File: src/include/edm_params.svh
/*
 * constants for the edo/sdram memory port: field widths, strobe patterns
 * and timing counts.
 * assumes inclusion by bare name from any design or package file.
 */
`ifndef EDM_PARAMS_SVH
`define EDM_PARAMS_SVH

// ----------------------------------------------------------------
// widths
// ----------------------------------------------------------------
`define EDM_DATA_W 64
`define EDM_ECC_W 8
`define EDM_ROWS 6
`define EDM_LANES 8
`define EDM_ADDR_W 14

// ----------------------------------------------------------------
// constant values
// ----------------------------------------------------------------
`define EDM_ROWS_OFF 6'h3F
`define EDM_LANES_OFF 8'hFF
`define EDM_LANES_ON 8'h00
`define EDM_ADDR_ZERO 14'h0000
`define EDM_DATA_ZERO 64'h0000000000000000
`define EDM_ECC_ZERO 8'h00
`define EDM_CNT_ZERO 3'h0
`define EDM_CNT_ONE 3'h1

// ----------------------------------------------------------------
// timing in memory clocks
// ----------------------------------------------------------------
`define EDM_T_RCD 3'h2
`define EDM_T_CAS 3'h2
`define EDM_T_RP 3'h2

`endif

File: src/include/edm_pkg.sv
/*
 * types shared by the memory port modules.
 * assumes edm_params.svh is on the include path.
 */
`include "edm_params.svh"

package edm_pkg;
	// ----------------------------------------------------------------
	// sequencer states
	// ----------------------------------------------------------------
	typedef enum logic [2:0] {
		EDM_IDLE = 3'b000,
		EDM_ROW = 3'b001,
		EDM_COL = 3'b010,
		EDM_DATA = 3'b011,
		EDM_PRE = 3'b100
	} edm_state_t;

	// memory type selection
	typedef enum logic {
		EDM_EDO = 1'b0,
		EDM_SDR = 1'b1
	} edm_mode_t;
endpackage

File: src/include/edm_pin_if.sv
/*
 * interface carrying pin-level strobe decisions from the sequencer to
 * the pin mapper.
 * assumes one mclk domain.
 */
`timescale 1ns/1ps
`default_nettype none
`include "edm_params.svh"

interface edm_pin_if;
	logic row_act; // row phase active
	logic col_act; // column phase active
	logic wr; // access is a write
	logic pre; // sdram precharge cycle
	logic [`EDM_ROWS-1:0] row_sel; // one-hot row
	logic [`EDM_LANES-1:0] byte_en; // byte lanes to write
	modport seq (output row_act, col_act, wr, pre, row_sel, byte_en);
	modport map (input row_act, col_act, wr, pre, row_sel, byte_en);
endinterface

`default_nettype wire

File: src/core/edm_strobe_map.sv
/*
 * maps abstract strobe decisions onto the shared strobe pins for
 * the selected memory type; purely combinational.
 * assumes the caller registers the results.
 */
`timescale 1ns/1ps
`default_nettype none
`include "edm_params.svh"

module edm_strobe_map
	import edm_pkg::*;
(
	edm_pin_if.map pin,
	input wire edm_mode_t mode,
	output logic [`EDM_ROWS-1:0] row_n,
	output logic [`EDM_LANES-1:0] col_n,
	output logic we_n,
	output logic sras_n,
	output logic scas_n
);
	// ----------------------------------------------------------------
	// strobe mapping
	// ----------------------------------------------------------------
	// shared pins change meaning with the memory type
	always_comb begin
		row_n = `EDM_ROWS_OFF;
		col_n = `EDM_LANES_OFF;
		we_n = 1'b1;
		sras_n = 1'b1;
		scas_n = 1'b1;
		if (mode == EDM_EDO) begin
			// row strobes held from the row phase through the data phase
			if (pin.row_act)
				row_n = ~pin.row_sel;
			// column strobes pick written bytes, all on reads
			if (pin.col_act)
				col_n = pin.wr ? ~pin.byte_en : `EDM_LANES_ON;
			we_n = ~(pin.wr && pin.col_act);
		end else begin
			// chip select only on command cycles
			if (pin.row_act || pin.col_act || pin.pre)
				row_n = ~pin.row_sel;
			sras_n = ~(pin.row_act || pin.pre);
			scas_n = ~pin.col_act;
			we_n = ~((pin.wr && pin.col_act) || pin.pre);
			// mask high blocks a byte; reads keep all enabled
			col_n = pin.wr ? ~pin.byte_en : `EDM_LANES_ON;
		end
	end
endmodule

`default_nettype wire

File: src/core/edm_memory_port.sv
/*
 * memory-side port of a dram controller: one access at a time to edo
 * or sdram over shared strobes, 64-bit data plus 8-bit check lane.
 * assumes a request stays stable while req is high until done pulses,
 * and the memory type is static after reset.
 */
`timescale 1ns/1ps
`default_nettype none
`include "edm_params.svh"

// Notes on behaviour
// eight check bits driven on write, sampled read
// edo: row strobes pick the dram row
// sdram: chip selects gate every command
// edo: column strobes pick the column
// sdram: column pins become byte masks
// one fourteen-bit multiplexed address set only
// one write enable for both modes
// sdram row strobe latches row, precharges
// sdram column strobe latches column address
// six independent clock enables, low powers down
// 64-bit bidirectional data bus to dram
// static mode picks edo or sdram meaning
module edm_memory_port
	import edm_pkg::*;
(
	input wire logic mclk,
	input wire logic rst,
	input wire logic sdram_mode,
	input wire logic req,
	input wire logic req_wr,
	input wire logic [2:0] req_row,
	input wire logic [`EDM_ADDR_W-1:0] req_row_addr,
	input wire logic [`EDM_ADDR_W-1:0] req_col_addr,
	input wire logic [`EDM_LANES-1:0] req_byte_en,
	input wire logic [`EDM_DATA_W-1:0] req_wdata,
	input wire logic [`EDM_ECC_W-1:0] req_wecc,
	input wire logic [`EDM_ROWS-1:0] row_powered,
	output logic done,
	output logic [`EDM_DATA_W-1:0] rd_data,
	output logic [`EDM_ECC_W-1:0] rd_ecc,
	output logic [`EDM_ROWS-1:0] row_strobe_n,
	output logic [`EDM_LANES-1:0] column_strobe_n,
	output logic [`EDM_ADDR_W-1:0] mem_addr_set_b,
	output logic write_enable_n,
	output logic sd_row_strobe_n,
	output logic sd_col_strobe_n,
	output logic [`EDM_ROWS-1:0] clock_enable,
	input wire logic [`EDM_DATA_W-1:0] mem_data_bus_i,
	output logic [`EDM_DATA_W-1:0] mem_data_bus_o,
	output logic mem_data_bus_oe,
	input wire logic [`EDM_ECC_W-1:0] ecc_check_lane_i,
	output logic [`EDM_ECC_W-1:0] ecc_check_lane_o,
	output logic ecc_check_lane_oe
);
	// ----------------------------------------------------------------
	// declarations
	// ----------------------------------------------------------------
	edm_pin_if pin(); // sequencer to mapper
	edm_state_t st_ff, nxt_st; // sequencer state
	edm_mode_t mode_ff, nxt_mode; // latched memory type
	logic [2:0] cnt_ff, nxt_cnt; // phase wait counter
	logic done_ff, nxt_done; // completion pulse
	logic [`EDM_DATA_W-1:0] rdat_ff, nxt_rdat; // captured read data
	logic [`EDM_ECC_W-1:0] recc_ff, nxt_recc; // captured check bits
	logic [`EDM_ADDR_W-1:0] addr_ff, nxt_addr; // address pins
	logic [`EDM_ROWS-1:0] cke_ff, nxt_cke; // clock enables
	logic doe_ff, nxt_doe; // data bus drive
	logic [`EDM_DATA_W-1:0] dout_ff, nxt_dout; // write data
	logic [`EDM_ECC_W-1:0] eout_ff, nxt_eout; // write check bits
	logic [`EDM_ROWS-1:0] rown_ff; // registered pin copies
	logic [`EDM_LANES-1:0] coln_ff;
	logic wen_ff, srasn_ff, scasn_ff;
	logic [`EDM_ROWS-1:0] m_row_n; // mapper results
	logic [`EDM_LANES-1:0] m_col_n;
	logic m_we_n, m_sras_n, m_scas_n;

	// one-hot decode of a row number; rows above five select none
	function automatic logic [`EDM_ROWS-1:0] row_onehot(
		input logic [2:0] r);
		logic [`EDM_ROWS-1:0] v;
		v = '0;
		for (int i = 0; i < `EDM_ROWS; i++) begin
			if (r == 3'(i))
				v[i] = 1'b1;
		end
		return v;
	endfunction

	// ----------------------------------------------------------------
	// sequencer next state
	// ----------------------------------------------------------------
	// row phase, column phase, data phase, then close the row
	always_comb begin
		nxt_st = st_ff;
		nxt_cnt = cnt_ff;
		nxt_done = 1'b0;
		nxt_rdat = rdat_ff;
		nxt_recc = recc_ff;
		nxt_addr = addr_ff;
		nxt_doe = doe_ff;
		nxt_dout = dout_ff;
		nxt_eout = eout_ff;
		// mode is sampled only while idle so it never changes mid-access
		nxt_mode = (st_ff == EDM_IDLE) ?
			(sdram_mode ? EDM_SDR : EDM_EDO) : mode_ff;
		nxt_cke = row_powered;
		case (st_ff)
			EDM_IDLE: begin
				nxt_doe = 1'b0;
				if (req && !done_ff) begin
					nxt_st = EDM_ROW;
					nxt_cnt = `EDM_T_RCD;
					nxt_addr = req_row_addr;
				end
			end
			EDM_ROW: begin
				// row address stands for the row-to-column delay
				if (cnt_ff == `EDM_CNT_ONE) begin
					nxt_st = EDM_COL;
					nxt_addr = req_col_addr;
					nxt_doe = req_wr;
					nxt_dout = req_wdata;
					nxt_eout = req_wecc;
				end else
					nxt_cnt = cnt_ff - `EDM_CNT_ONE;
			end
			EDM_COL: begin
				nxt_st = EDM_DATA;
				nxt_cnt = `EDM_T_CAS;
			end
			EDM_DATA: begin
				// read data lands after the cas latency
				if (cnt_ff == `EDM_CNT_ONE) begin
					if (!req_wr) begin
						nxt_rdat = mem_data_bus_i;
						nxt_recc = ecc_check_lane_i;
					end
					nxt_doe = 1'b0;
					nxt_st = EDM_PRE;
					nxt_cnt = `EDM_T_RP;
				end else
					nxt_cnt = cnt_ff - `EDM_CNT_ONE;
			end
			EDM_PRE: begin
				if (cnt_ff == `EDM_CNT_ONE) begin
					nxt_st = EDM_IDLE;
					nxt_done = 1'b1;
					nxt_cnt = `EDM_CNT_ZERO;
				end else
					nxt_cnt = cnt_ff - `EDM_CNT_ONE;
			end
			default: begin
				nxt_st = EDM_IDLE;
				nxt_cnt = `EDM_CNT_ZERO;
			end
		endcase
	end

	// ----------------------------------------------------------------
	// strobe decisions for the mapper
	// ----------------------------------------------------------------
	assign pin.row_act = (st_ff == EDM_ROW) ? 1'b1 :
		(mode_ff == EDM_EDO) && (st_ff == EDM_COL || st_ff == EDM_DATA);
	// edo holds cas through data; sdram issues it for one cycle
	assign pin.col_act = (st_ff == EDM_COL) ||
		((mode_ff == EDM_EDO) && (st_ff == EDM_DATA));
	assign pin.pre = (mode_ff == EDM_SDR) && (st_ff == EDM_PRE) &&
		(cnt_ff == `EDM_T_RP);
	assign pin.wr = req_wr;
	assign pin.row_sel = row_onehot(req_row);
	assign pin.byte_en = req_byte_en;

	edm_strobe_map u_map (
		.pin(pin.map),
		.mode(mode_ff),
		.row_n(m_row_n),
		.col_n(m_col_n),
		.we_n(m_we_n),
		.sras_n(m_sras_n),
		.scas_n(m_scas_n)
	);

	// ----------------------------------------------------------------
	// registers
	// ----------------------------------------------------------------
	// pins are registered so outputs are glitch free
	always_ff @(posedge mclk) begin
		if (rst) begin
			st_ff <= EDM_IDLE;
			mode_ff <= EDM_EDO;
			cnt_ff <= `EDM_CNT_ZERO;
			done_ff <= 1'b0;
			rdat_ff <= `EDM_DATA_ZERO;
			recc_ff <= `EDM_ECC_ZERO;
			addr_ff <= `EDM_ADDR_ZERO;
			cke_ff <= `EDM_ROWS_OFF;
			doe_ff <= 1'b0;
			dout_ff <= `EDM_DATA_ZERO;
			eout_ff <= `EDM_ECC_ZERO;
			rown_ff <= `EDM_ROWS_OFF;
			coln_ff <= `EDM_LANES_OFF;
			wen_ff <= 1'b1;
			srasn_ff <= 1'b1;
			scasn_ff <= 1'b1;
		end else begin
			st_ff <= nxt_st;
			mode_ff <= nxt_mode;
			cnt_ff <= nxt_cnt;
			done_ff <= nxt_done;
			rdat_ff <= nxt_rdat;
			recc_ff <= nxt_recc;
			addr_ff <= nxt_addr;
			cke_ff <= nxt_cke;
			doe_ff <= nxt_doe;
			dout_ff <= nxt_dout;
			eout_ff <= nxt_eout;
			rown_ff <= m_row_n;
			coln_ff <= m_col_n;
			wen_ff <= m_we_n;
			srasn_ff <= m_sras_n;
			scasn_ff <= m_scas_n;
		end
	end

	// ----------------------------------------------------------------
	// outputs
	// ----------------------------------------------------------------
	assign done = done_ff;
	assign rd_data = rdat_ff;
	assign rd_ecc = recc_ff;
	assign row_strobe_n = rown_ff;
	assign column_strobe_n = coln_ff;
	assign mem_addr_set_b = addr_ff;
	assign write_enable_n = wen_ff;
	assign sd_row_strobe_n = srasn_ff;
	assign sd_col_strobe_n = scasn_ff;
	assign clock_enable = cke_ff;
	assign mem_data_bus_o = dout_ff;
	assign mem_data_bus_oe = doe_ff;
	assign ecc_check_lane_o = eout_ff;
	assign ecc_check_lane_oe = doe_ff;
endmodule

`default_nettype wire

File: config.mk
export PLATFORM = sky130hd
export DESIGN_NAME = edm_memory_port
export DESIGN_NICKNAME = d
export VERILOG_FILES = /design/src/include/edm_pkg.sv /design/src/include/edm_pin_if.sv /design/src/core/edm_strobe_map.sv /design/src/core/edm_memory_port.sv
export VERILOG_INCLUDE_DIRS = /design/src /design/src/include
export SDC_FILE = /design/constraint.sdc
export NUM_CORES = 1
export LEC_CHECK = 0
export BUFFER_PORTS_ARGS = -buffer_cell sky130_fd_sc_hd__buf_2
export CAP_MARGIN = 25
export CORE_AREA = 2 2 146 148
export CTS_CLUSTER_DIAMETER = 200
export DETAILED_ROUTE_END_ITERATION = 16
export DIE_AREA = 0 0 148 150
export GPL_ROUTABILITY_DRIVEN = 0
export HOLD_SLACK_MARGIN = 0.12
export SYNTH_ARGS = -nofsm -noshare
export SYNTH_HDL_FRONTEND = slang
export SYNTH_HIERARCHICAL = 1
export SYNTH_SLANG_ARGS = --single-unit
File: constraint.sdc
create_clock -name mclk -period 2.2 [get_ports mclk]
set_input_delay 0 -clock mclk [delete_from_list [all_inputs] [get_ports mclk]]
set_output_delay 0 -clock mclk [all_outputs]
set_load 0.05 [all_outputs]
==> flow_metrics.env, run 1 <==
export IMPL_status="finished, final reports clean"
export IMPL_slowest_delay_ps=470
export IMPL_arrival_ps=2160
export IMPL_drc=0
export IMPL_first_pass_iters=5
export IMPL_fill_cells=1863
export IMPL_overflow=0
export IMPL_wl_mm=24.6
export IMPL_final_common_cell="buf_2"
export IMPL_critPathKind="flip-flop to flip-flop"
export IMPL_core_area_um2=20700
export IMPL_seq_area_frac_synth=0.528
export IMPL_fmax_mhz=540
export IMPL_ir_worst_vdd_uv=478
export IMPL_hold_depth=5
export IMPL_viasPerCell=4.65
export IMPL_leakagePower_uw=0.00509
export IMPL_cts_buffer_depth=2
export IMPL_hpwlAfterDp_mm=15.4
export IMPL_start_util=0.348
export IMPL_setup_viol=0
export IMPL_first_iter_violations=357
export IMPL_netSwitchingFraction=0.286
export IMPL_slew_headroom=0.432
export IMPL_area_growth_pct=62.3
export IMPL_netlist_area_um2=7200
export IMPL_required_ps=2510
export IMPL_pwr_share_comb=0.164
export IMPL_avgSynthCellArea_um2=8.45
export IMPL_grt_pass1_wl_mm=37.3
export IMPL_reg2reg_depth=5
export IMPL_hold_path_class="input pin to flip-flop"
export IMPL_startpoint_type="flip-flop"
export IMPL_drive_above_1_share=0.334
export IMPL_min_from="req"
export IMPL_cts_buffers=17
export IMPL_fin_crit_ps=1850
export IMPL_whs_endpoint="mem_addr_set_b[1]$_SDFFE_PP0P_"
export IMPL_clkSlewWorstSetupHoldPaths_ps=70
export IMPL_fin_crit_sh=0.842
export IMPL_cp_slowest_cell="nor4_1"
export IMPL_antenna_found_initial=0
export IMPL_max_cap_viol_count=0
export IMPL_cts_sinks=190
export IMPL_grt_max_degree=82
export IMPL_root_buffer="clkbuf_16"
export IMPL_met1_usage=0.246
export IMPL_synth_fp_nets=1049
export IMPL_final_core_util=0.565
export IMPL_most_common_layout_cells="376 x buf_2, 305 x nand2_1, 195 x dlygate4sd3_1"
export IMPL_grt_pass1_vias=7490
export IMPL_synthCells=852
export IMPL_drt_wirelength_per_cell_um=14.6
export IMPL_die_area_um2=22200
export IMPL_worst_slew_pin_slew_ps=852
export IMPL_met2_usage=0.369
export IMPL_vias=7808
export IMPL_grt_busiest_layer="met2"
export IMPL_fin_skew_ps=11.3
export IMPL_grt_usage=0.208
export IMPL_synth_warnings=6
export IMPL_num_io_pins=378
export IMPL_nNetsFinal=1589
export IMPL_drtAntennaViolNets=0
export IMPL_power_frac_clock=0.379
export IMPL_postCtsResizedCells=0
export IMPL_cp_end_kind="flip-flop"
export IMPL_cts_htree_levels=4
export IMPL_die_h_um=150
export IMPL_ys_types=48
export IMPL_p_per_area_nw_per_um2=670
export IMPL_grt_use_met3=0.0463
export IMPL_rsz0062_at_grt="no"
export IMPL_hold_violations=0
export IMPL_worst_r2r_setup_slack_ps=350
export IMPL_p_seq_frac=0.457
export IMPL_power_switching_uw=2240
export IMPL_p_int_uw=5590
export IMPL_io_buffers=377
export IMPL_antenna_diode_count=0
export IMPL_worst_r2r_startpoint="st_ff[0]$_SDFFE_PP0P_"
export IMPL_setup_tns_ps=0
export IMPL_ys_seq_elements=190
export IMPL_slew_violations=0
export IMPL_die_w_um=148
export IMPL_crit_path_max_fanout=6
export IMPL_r2r_end="row_strobe_n[2]$_SDFF_PP1_"
export IMPL_placement_rows=53
export IMPL_path_cells="nand2b_1, nor4_1, or3_1, o211ai_1, or2_2"
export IMPL_cts_tree="done"
export IMPL_clk_latency_ps=430
[cells in the mapped netlist (all sizes together)]
master   number  area share
ha            3      0.0052
nand3         1     0.00069
and3b         2      0.0024
o21ai        27       0.019
a22oi         1      0.0010
a311oi       14       0.026
o32ai         1      0.0012
o21a          1      0.0010
or3           3      0.0026
and2          2      0.0021
nand2       305        0.16
nor2          7      0.0047
inv           6      0.0031
o32a          1      0.0014
mux2i         3      0.0042
dfxtp       190        0.53
buf          36       0.048
nor2b         2      0.0021
nand2b        5      0.0054
nor3          5      0.0073
o211ai        6      0.0063
nor3b         3      0.0031
or2          24       0.021
o311a         1      0.0014
nor4          2      0.0017
a21o          2      0.0021
a2111oi       1      0.0012
a21boi        1      0.0026
nand3b        1      0.0028
o31a          1      0.0012
xor2          1      0.0012
and3          2      0.0017
clkbuf       31       0.016
a21oi       161        0.11
[critical path, delay by kind of cell (launching register included)]
| kind | cells | cell delay [ps] |
|---|---|---|
| flops | 1 | 350 |
| compound gates | 1 | 120 |
| simple gates | 4 | 1270 |
[power by group through the flow]
stage	combinational [uW]	clock, uW	sequential [uW]
6_report	1280	2960	3580
4_1_cts	1280	3060	3580
2_1_floorplan	375	0	3940
3_5_place_dp	999	0	3660
5_1_grt	1370	3190	3590
3_3_place_gp	998	0	3660
[what timing repair did]
action / in CTS / in global routing
endpoints found under the setup margin: 0 / 0
hold buffers: 195 / 0
buffers inserted: 0 / 0
endpoints found under the hold margin: 183 / 0
[cells by family after synthesis]
kind of cell,synth area share
AOI/OAI and AO/OA,0.177
xor gates and xnor gates,0.00122
adders and majority gates,0.00522
buffers and inverters,0.0674
DFF,0.528
muxes,0.00417
and+or+nand+nor,0.217
[per-layer routing]
| layer | share of wire | vias to the layer above |
|---|---|---|
| met5 | 0 | - |
| met4 | 0.023 | 0 |
| met3 | 0.063 | 41 |
| met2 | 0.51 | 265 |
| met1 | 0.41 | 3610 |
| li1 | - | 3892 |
[per-stage QoR]
stage | power, uW | setup WS (ps) | hold WS, ps | cell area (um^2) | cells
floorplan | 4320 | 335 | 104 | 7200 | 852
global placement | 4660 | 367 | 182 | 9170 | 1453
detailed placement | 4660 | 356 | 187 | 9170 | 1453
CTS | 7910 | 344 | 270 | 11700 | 1679
global route | 8150 | 171 | 278 | 11700 | 1679
finish | 7830 | 347 | 291 | 11700 | 1679
[final cells by class]
class,instances,area (um^2),area share
repair buffers,588,4040,0.346
flip-flops and latches,190,3800,0.326
multi-input cells,589,2920,0.250
clock buffers,18,429,0.0367
well taps,275,344,0.0295
clock inverters,13,128,0.0109
inverters,6,22.5,0.00193
[how the worst max path moves through the flow]
stage,start,to,slack [ps],cells after the start
floorplan,st_ff[1]$_SDFFE_PP0P_,row_strobe_n[0]$_SDFF_PP1_,340,8
global placement,st_ff[1]$_SDFFE_PP0P_,row_strobe_n[5]$_SDFF_PP1_,370,5
detailed placement,st_ff[1]$_SDFFE_PP0P_,row_strobe_n[2]$_SDFF_PP1_,360,5
CTS,st_ff[1]$_SDFFE_PP0P_,row_strobe_n[2]$_SDFF_PP1_,340,5
global route,st_ff[0]$_SDFFE_PP0P_,row_strobe_n[4]$_SDFF_PP1_,170,5
finish,st_ff[0]$_SDFFE_PP0P_,row_strobe_n[2]$_SDFF_PP1_,350,5
[registers in the layout, indices dropped and copies added (netlist names)]
signal and count:
mem_data_bus_o 64, rd_data 64, mem_addr_set_b 14, column_strobe_n 8
ecc_check_lane_o 8, rd_ecc 8, clock_enable 6, row_strobe_n 6
cnt_ff 3, st_ff 3, done 1, ecc_check_lane_oe 1
mode_ff 1, sd_col_strobe_n 1, sd_row_strobe_n 1, write_enable_n 1
Power figures use the tool's default switching activity.
==> inputs of run 2 (changes only) <==
Settings changed: ABC_AREA set to 1, CORE_AREA 2 2 146 148 to 2 2 148 150, DIE_AREA 0 0 148 150 to 0 0 150 152, PLACE_DENSITY set to 0.65.
Clock period 2.2 ns to 1.6 ns, I/O delays scaled along.
==> run 2 against run 1 <==
Against the previous run:
- area after synthesis shrank 0.33%
- via count grew 9.3%
- core utilization grew 2.2 points
- worst setup slack lost 350 ps
- routed wire length grew 12%
- flip-flop and latch count is the same
- the run now ends with setup timing left
- final area grew 7.2%
- clock power grew 41%
- clock skew grew 7.4 ps
- die area grew 2.7%
- synthesized cell count grew 12%
==> flow_metrics.env, run 2 <==
export IMPL_final_common_cell="buf_2"
export IMPL_ys_seq_elements=190
export IMPL_required_ps=1960
export IMPL_status="finished with violations"
export IMPL_nNetsFinal=1748
export IMPL_rsz0062_at_grt="yes"
export IMPL_synth_edff_count=0
export IMPL_ys_types=25
export IMPL_cp_end_kind="flip-flop"
export IMPL_cts_buffer_depth=2
export IMPL_setup_tns_ps=-2.61
export IMPL_seq_area_frac_synth=0.530
export IMPL_placement_rows=54
export IMPL_fin_crit_sh=1.00
export IMPL_first_pass_iters=5
export IMPL_critPathKind="flip-flop to flip-flop"
export IMPL_die_h_um=152
export IMPL_overflow=0
export IMPL_startpoint_type="flip-flop"
export IMPL_seqCellArea_um2=3810
export IMPL_die_w_um=150
export IMPL_io_buffers=377
export IMPL_fmax_mhz=624
export IMPL_yosys_most_used_dff="dfxtp_1"
export IMPL_ir_worst_vdd_uv=738
export IMPL_clk_latency_ps=430
export IMPL_cts_sinks=190
export IMPL_layout_setup_ws_ps=-2.61
export IMPL_avgSynthCellArea_um2=7.50
export IMPL_yosysTopAreaCellShare=0.530
export IMPL_cts_buffers=17
export IMPL_final_cell_count_no_fill=1845
export IMPL_cts_tree="done"
export IMPL_cts_htree_levels=4
export IMPL_drtAntennaViolNets=0
export IMPL_hpwlAfterDp_mm=15.3
export IMPL_synth_top_area_cell="dfxtp_1"
export IMPL_max_cap_viol_count=0
export IMPL_grt_pass1_wl_mm=40.8
export IMPL_path_cells="inv_2, ha_4, nand2_4, nor3_4, buf_6, buf_12, clkbuf_16, o21ai_0, nor2_1"
export IMPL_yosysMostFrequentCell="nor2_1"
export IMPL_drc=0
export IMPL_synthArstFlopShare=0
export IMPL_area_growth_pct=74.5
export IMPL_p_per_area_nw_per_um2=1280
export IMPL_hold_violations=0
export IMPL_root_buffer="clkbuf_16"
export IMPL_vias=8537
export IMPL_cp_slowest_cell="dfxtp_2"
export IMPL_worst_slew_pin_slew_ps=389
export IMPL_synth_warnings=6
export IMPL_core_area_um2=21400
export IMPL_most_common_layout_cells="377 x buf_2, 312 x nor2_1, 204 x dlygate4sd3_1"
export IMPL_clkSlewWorstSetupHoldPaths_ps=80
export IMPL_netlist_area_um2=7170
export IMPL_multi_input_area_um2=3000
export IMPL_synth_fp_nets=1154
export IMPL_ys_top_cells_by_area="dfxtp_1 53%, nor2_1 17%, o21ai_0 9.6%"
export IMPL_grt_usage=0.219
export IMPL_first_iter_violations=422
export IMPL_leakagePower_uw=0.00641
export IMPL_slowest_delay_ps=330
export IMPL_slew_violations=0
export IMPL_die_area_um2=22800
export IMPL_failed_checks="setup timing"
export IMPL_slew_headroom=0.739
export IMPL_fin_crit_ps=1600
export IMPL_start_util=0.336
export IMPL_crit_path_max_fanout=8
export IMPL_drive_above_1_share=0.343
export IMPL_fin_skew_ps=18.8
export IMPL_antenna_found_initial=1
export IMPL_fill_cells=1817
export IMPL_viasPerCell=4.63
export IMPL_hold_path_class="input pin to flip-flop"
export IMPL_synth_common_cells="334 x nor2_1, 190 x dfxtp_1, 138 x o21ai_0"
export IMPL_synthCells=957
export IMPL_num_io_pins=378
export IMPL_wl_mm=27.6
export IMPL_setup_viol=1
export IMPL_arrival_ps=1960
export IMPL_dp_cells=1584
export IMPL_grt_max_degree=75
export IMPL_grt_pass1_vias=8492
export IMPL_drt_wirelength_per_cell_um=15.0
## run 2: cell types whose count changed in the layout (fill, tap and decap cells not counted), sizes merged, moves of 14 or more
cell	delta
nor2	+329
a311oi	-14
nand2	-185
buf	+28
inv	+42
o21ai	+128
a21oi	-154
## run 2: path summary, 6_finish.rpt
| check | from | depth (start not counted) | endpoint | slack (ps) |
|---|---|---|---|---|
| worst max-delay path | cnt_ff[1]$_SDFFE_PP0P_ | 9 | rd_data[4]$_SDFFE_PP0P_ | -3 |
| worst min register to register | rd_data[2]$_SDFFE_PP0P_ | 2 | rd_data[2]$_SDFFE_PP0P_ | 500 |
| worst min-delay path | mem_data_bus_i[55] | 4 | rd_data[55]$_SDFFE_PP0P_ | 330 |
| worst max register to register | cnt_ff[1]$_SDFFE_PP0P_ | 9 | rd_data[4]$_SDFFE_PP0P_ | -3 |
## run 2: layout make-up
type,count,area share
Clock inverter,14,0.0115
Sequential cell,190,0.304
Multi-Input combinational cell,662,0.240
Tap cell,280,0.0280
Clock buffer,18,0.0343
Antenna cell,1,0.000200
Timing Repair Buffer,632,0.367
Inverter,48,0.0149
## run 2: critical path: cells and delay by family, from the launching register on
family	cells	cell delay, ps
flip-flops	1	330
adder cells (fa/ha/maj)	1	130
AND/OR/NAND/NOR	3	460
buffers and inverters	4	540
AO/OA/AOI/OAI	1	90
## run 2: cell families (layout without fill, tap and decap cells)
| family | Yosys count | in the layout | synth area share |
|---|---|---|---|
| AO/OA/AOI/OAI | 161 | 163 | 0.114 |
| buffers and inverters | 107 | 712 | 0.0732 |
| adder cells (fa/ha/maj) | 3 | 3 | 0.00523 |
| AND/OR/NAND/NOR | 496 | 496 | 0.277 |
| other | 0 | 1 | 0 |
| flip-flops | 190 | 190 | 0.530 |
## run 2: power by group
group	leakage (uW)	total (uW)	switching (uW)	internal, uW
logic	0.00458	6110	4180	1930
registers	0.00154	5720	350	5370
clock network	0.000283	4180	2090	2090
## run 2: stage by stage
stage / worst slack, ps / power, uW / cell area, um^2 / hold slack [ps] / utilization
6_report: -2.61 / 16000 / 12500 / 332 / 0.586
2_1_floorplan: 15.6 / 9870 / 7180 / 104 / -
3_5_place_dp: -104 / 11200 / 9390 / 188 / 0.440
3_3_place_gp: -32.9 / 11100 / 9390 / 188 / 0.440
4_1_cts: 4.93 / 15900 / 12000 / 131 / 0.564
5_1_grt: -98.5 / 16900 / 12500 / 322 / 0.586
## run 2: routing by layer
layer	wire length, um	global-route usage	vias to the layer above
met5	0	0	-
met4	797	0.0961	0
met3	2130	0.0640	61
met2	13700	0.382	372
met1	11000	0.245	3925
li1	-	-	4179
## run 2: timing repair
item                                    4_1_cts  5_1_grt
hold buffers                                205        1
buffers inserted                              0       14
gates resized for setup                       6       60
gates cloned                                  1       10
pin swaps                                     2       11
endpoints found under the hold margin       188        1
endpoints found under the setup margin       47      156
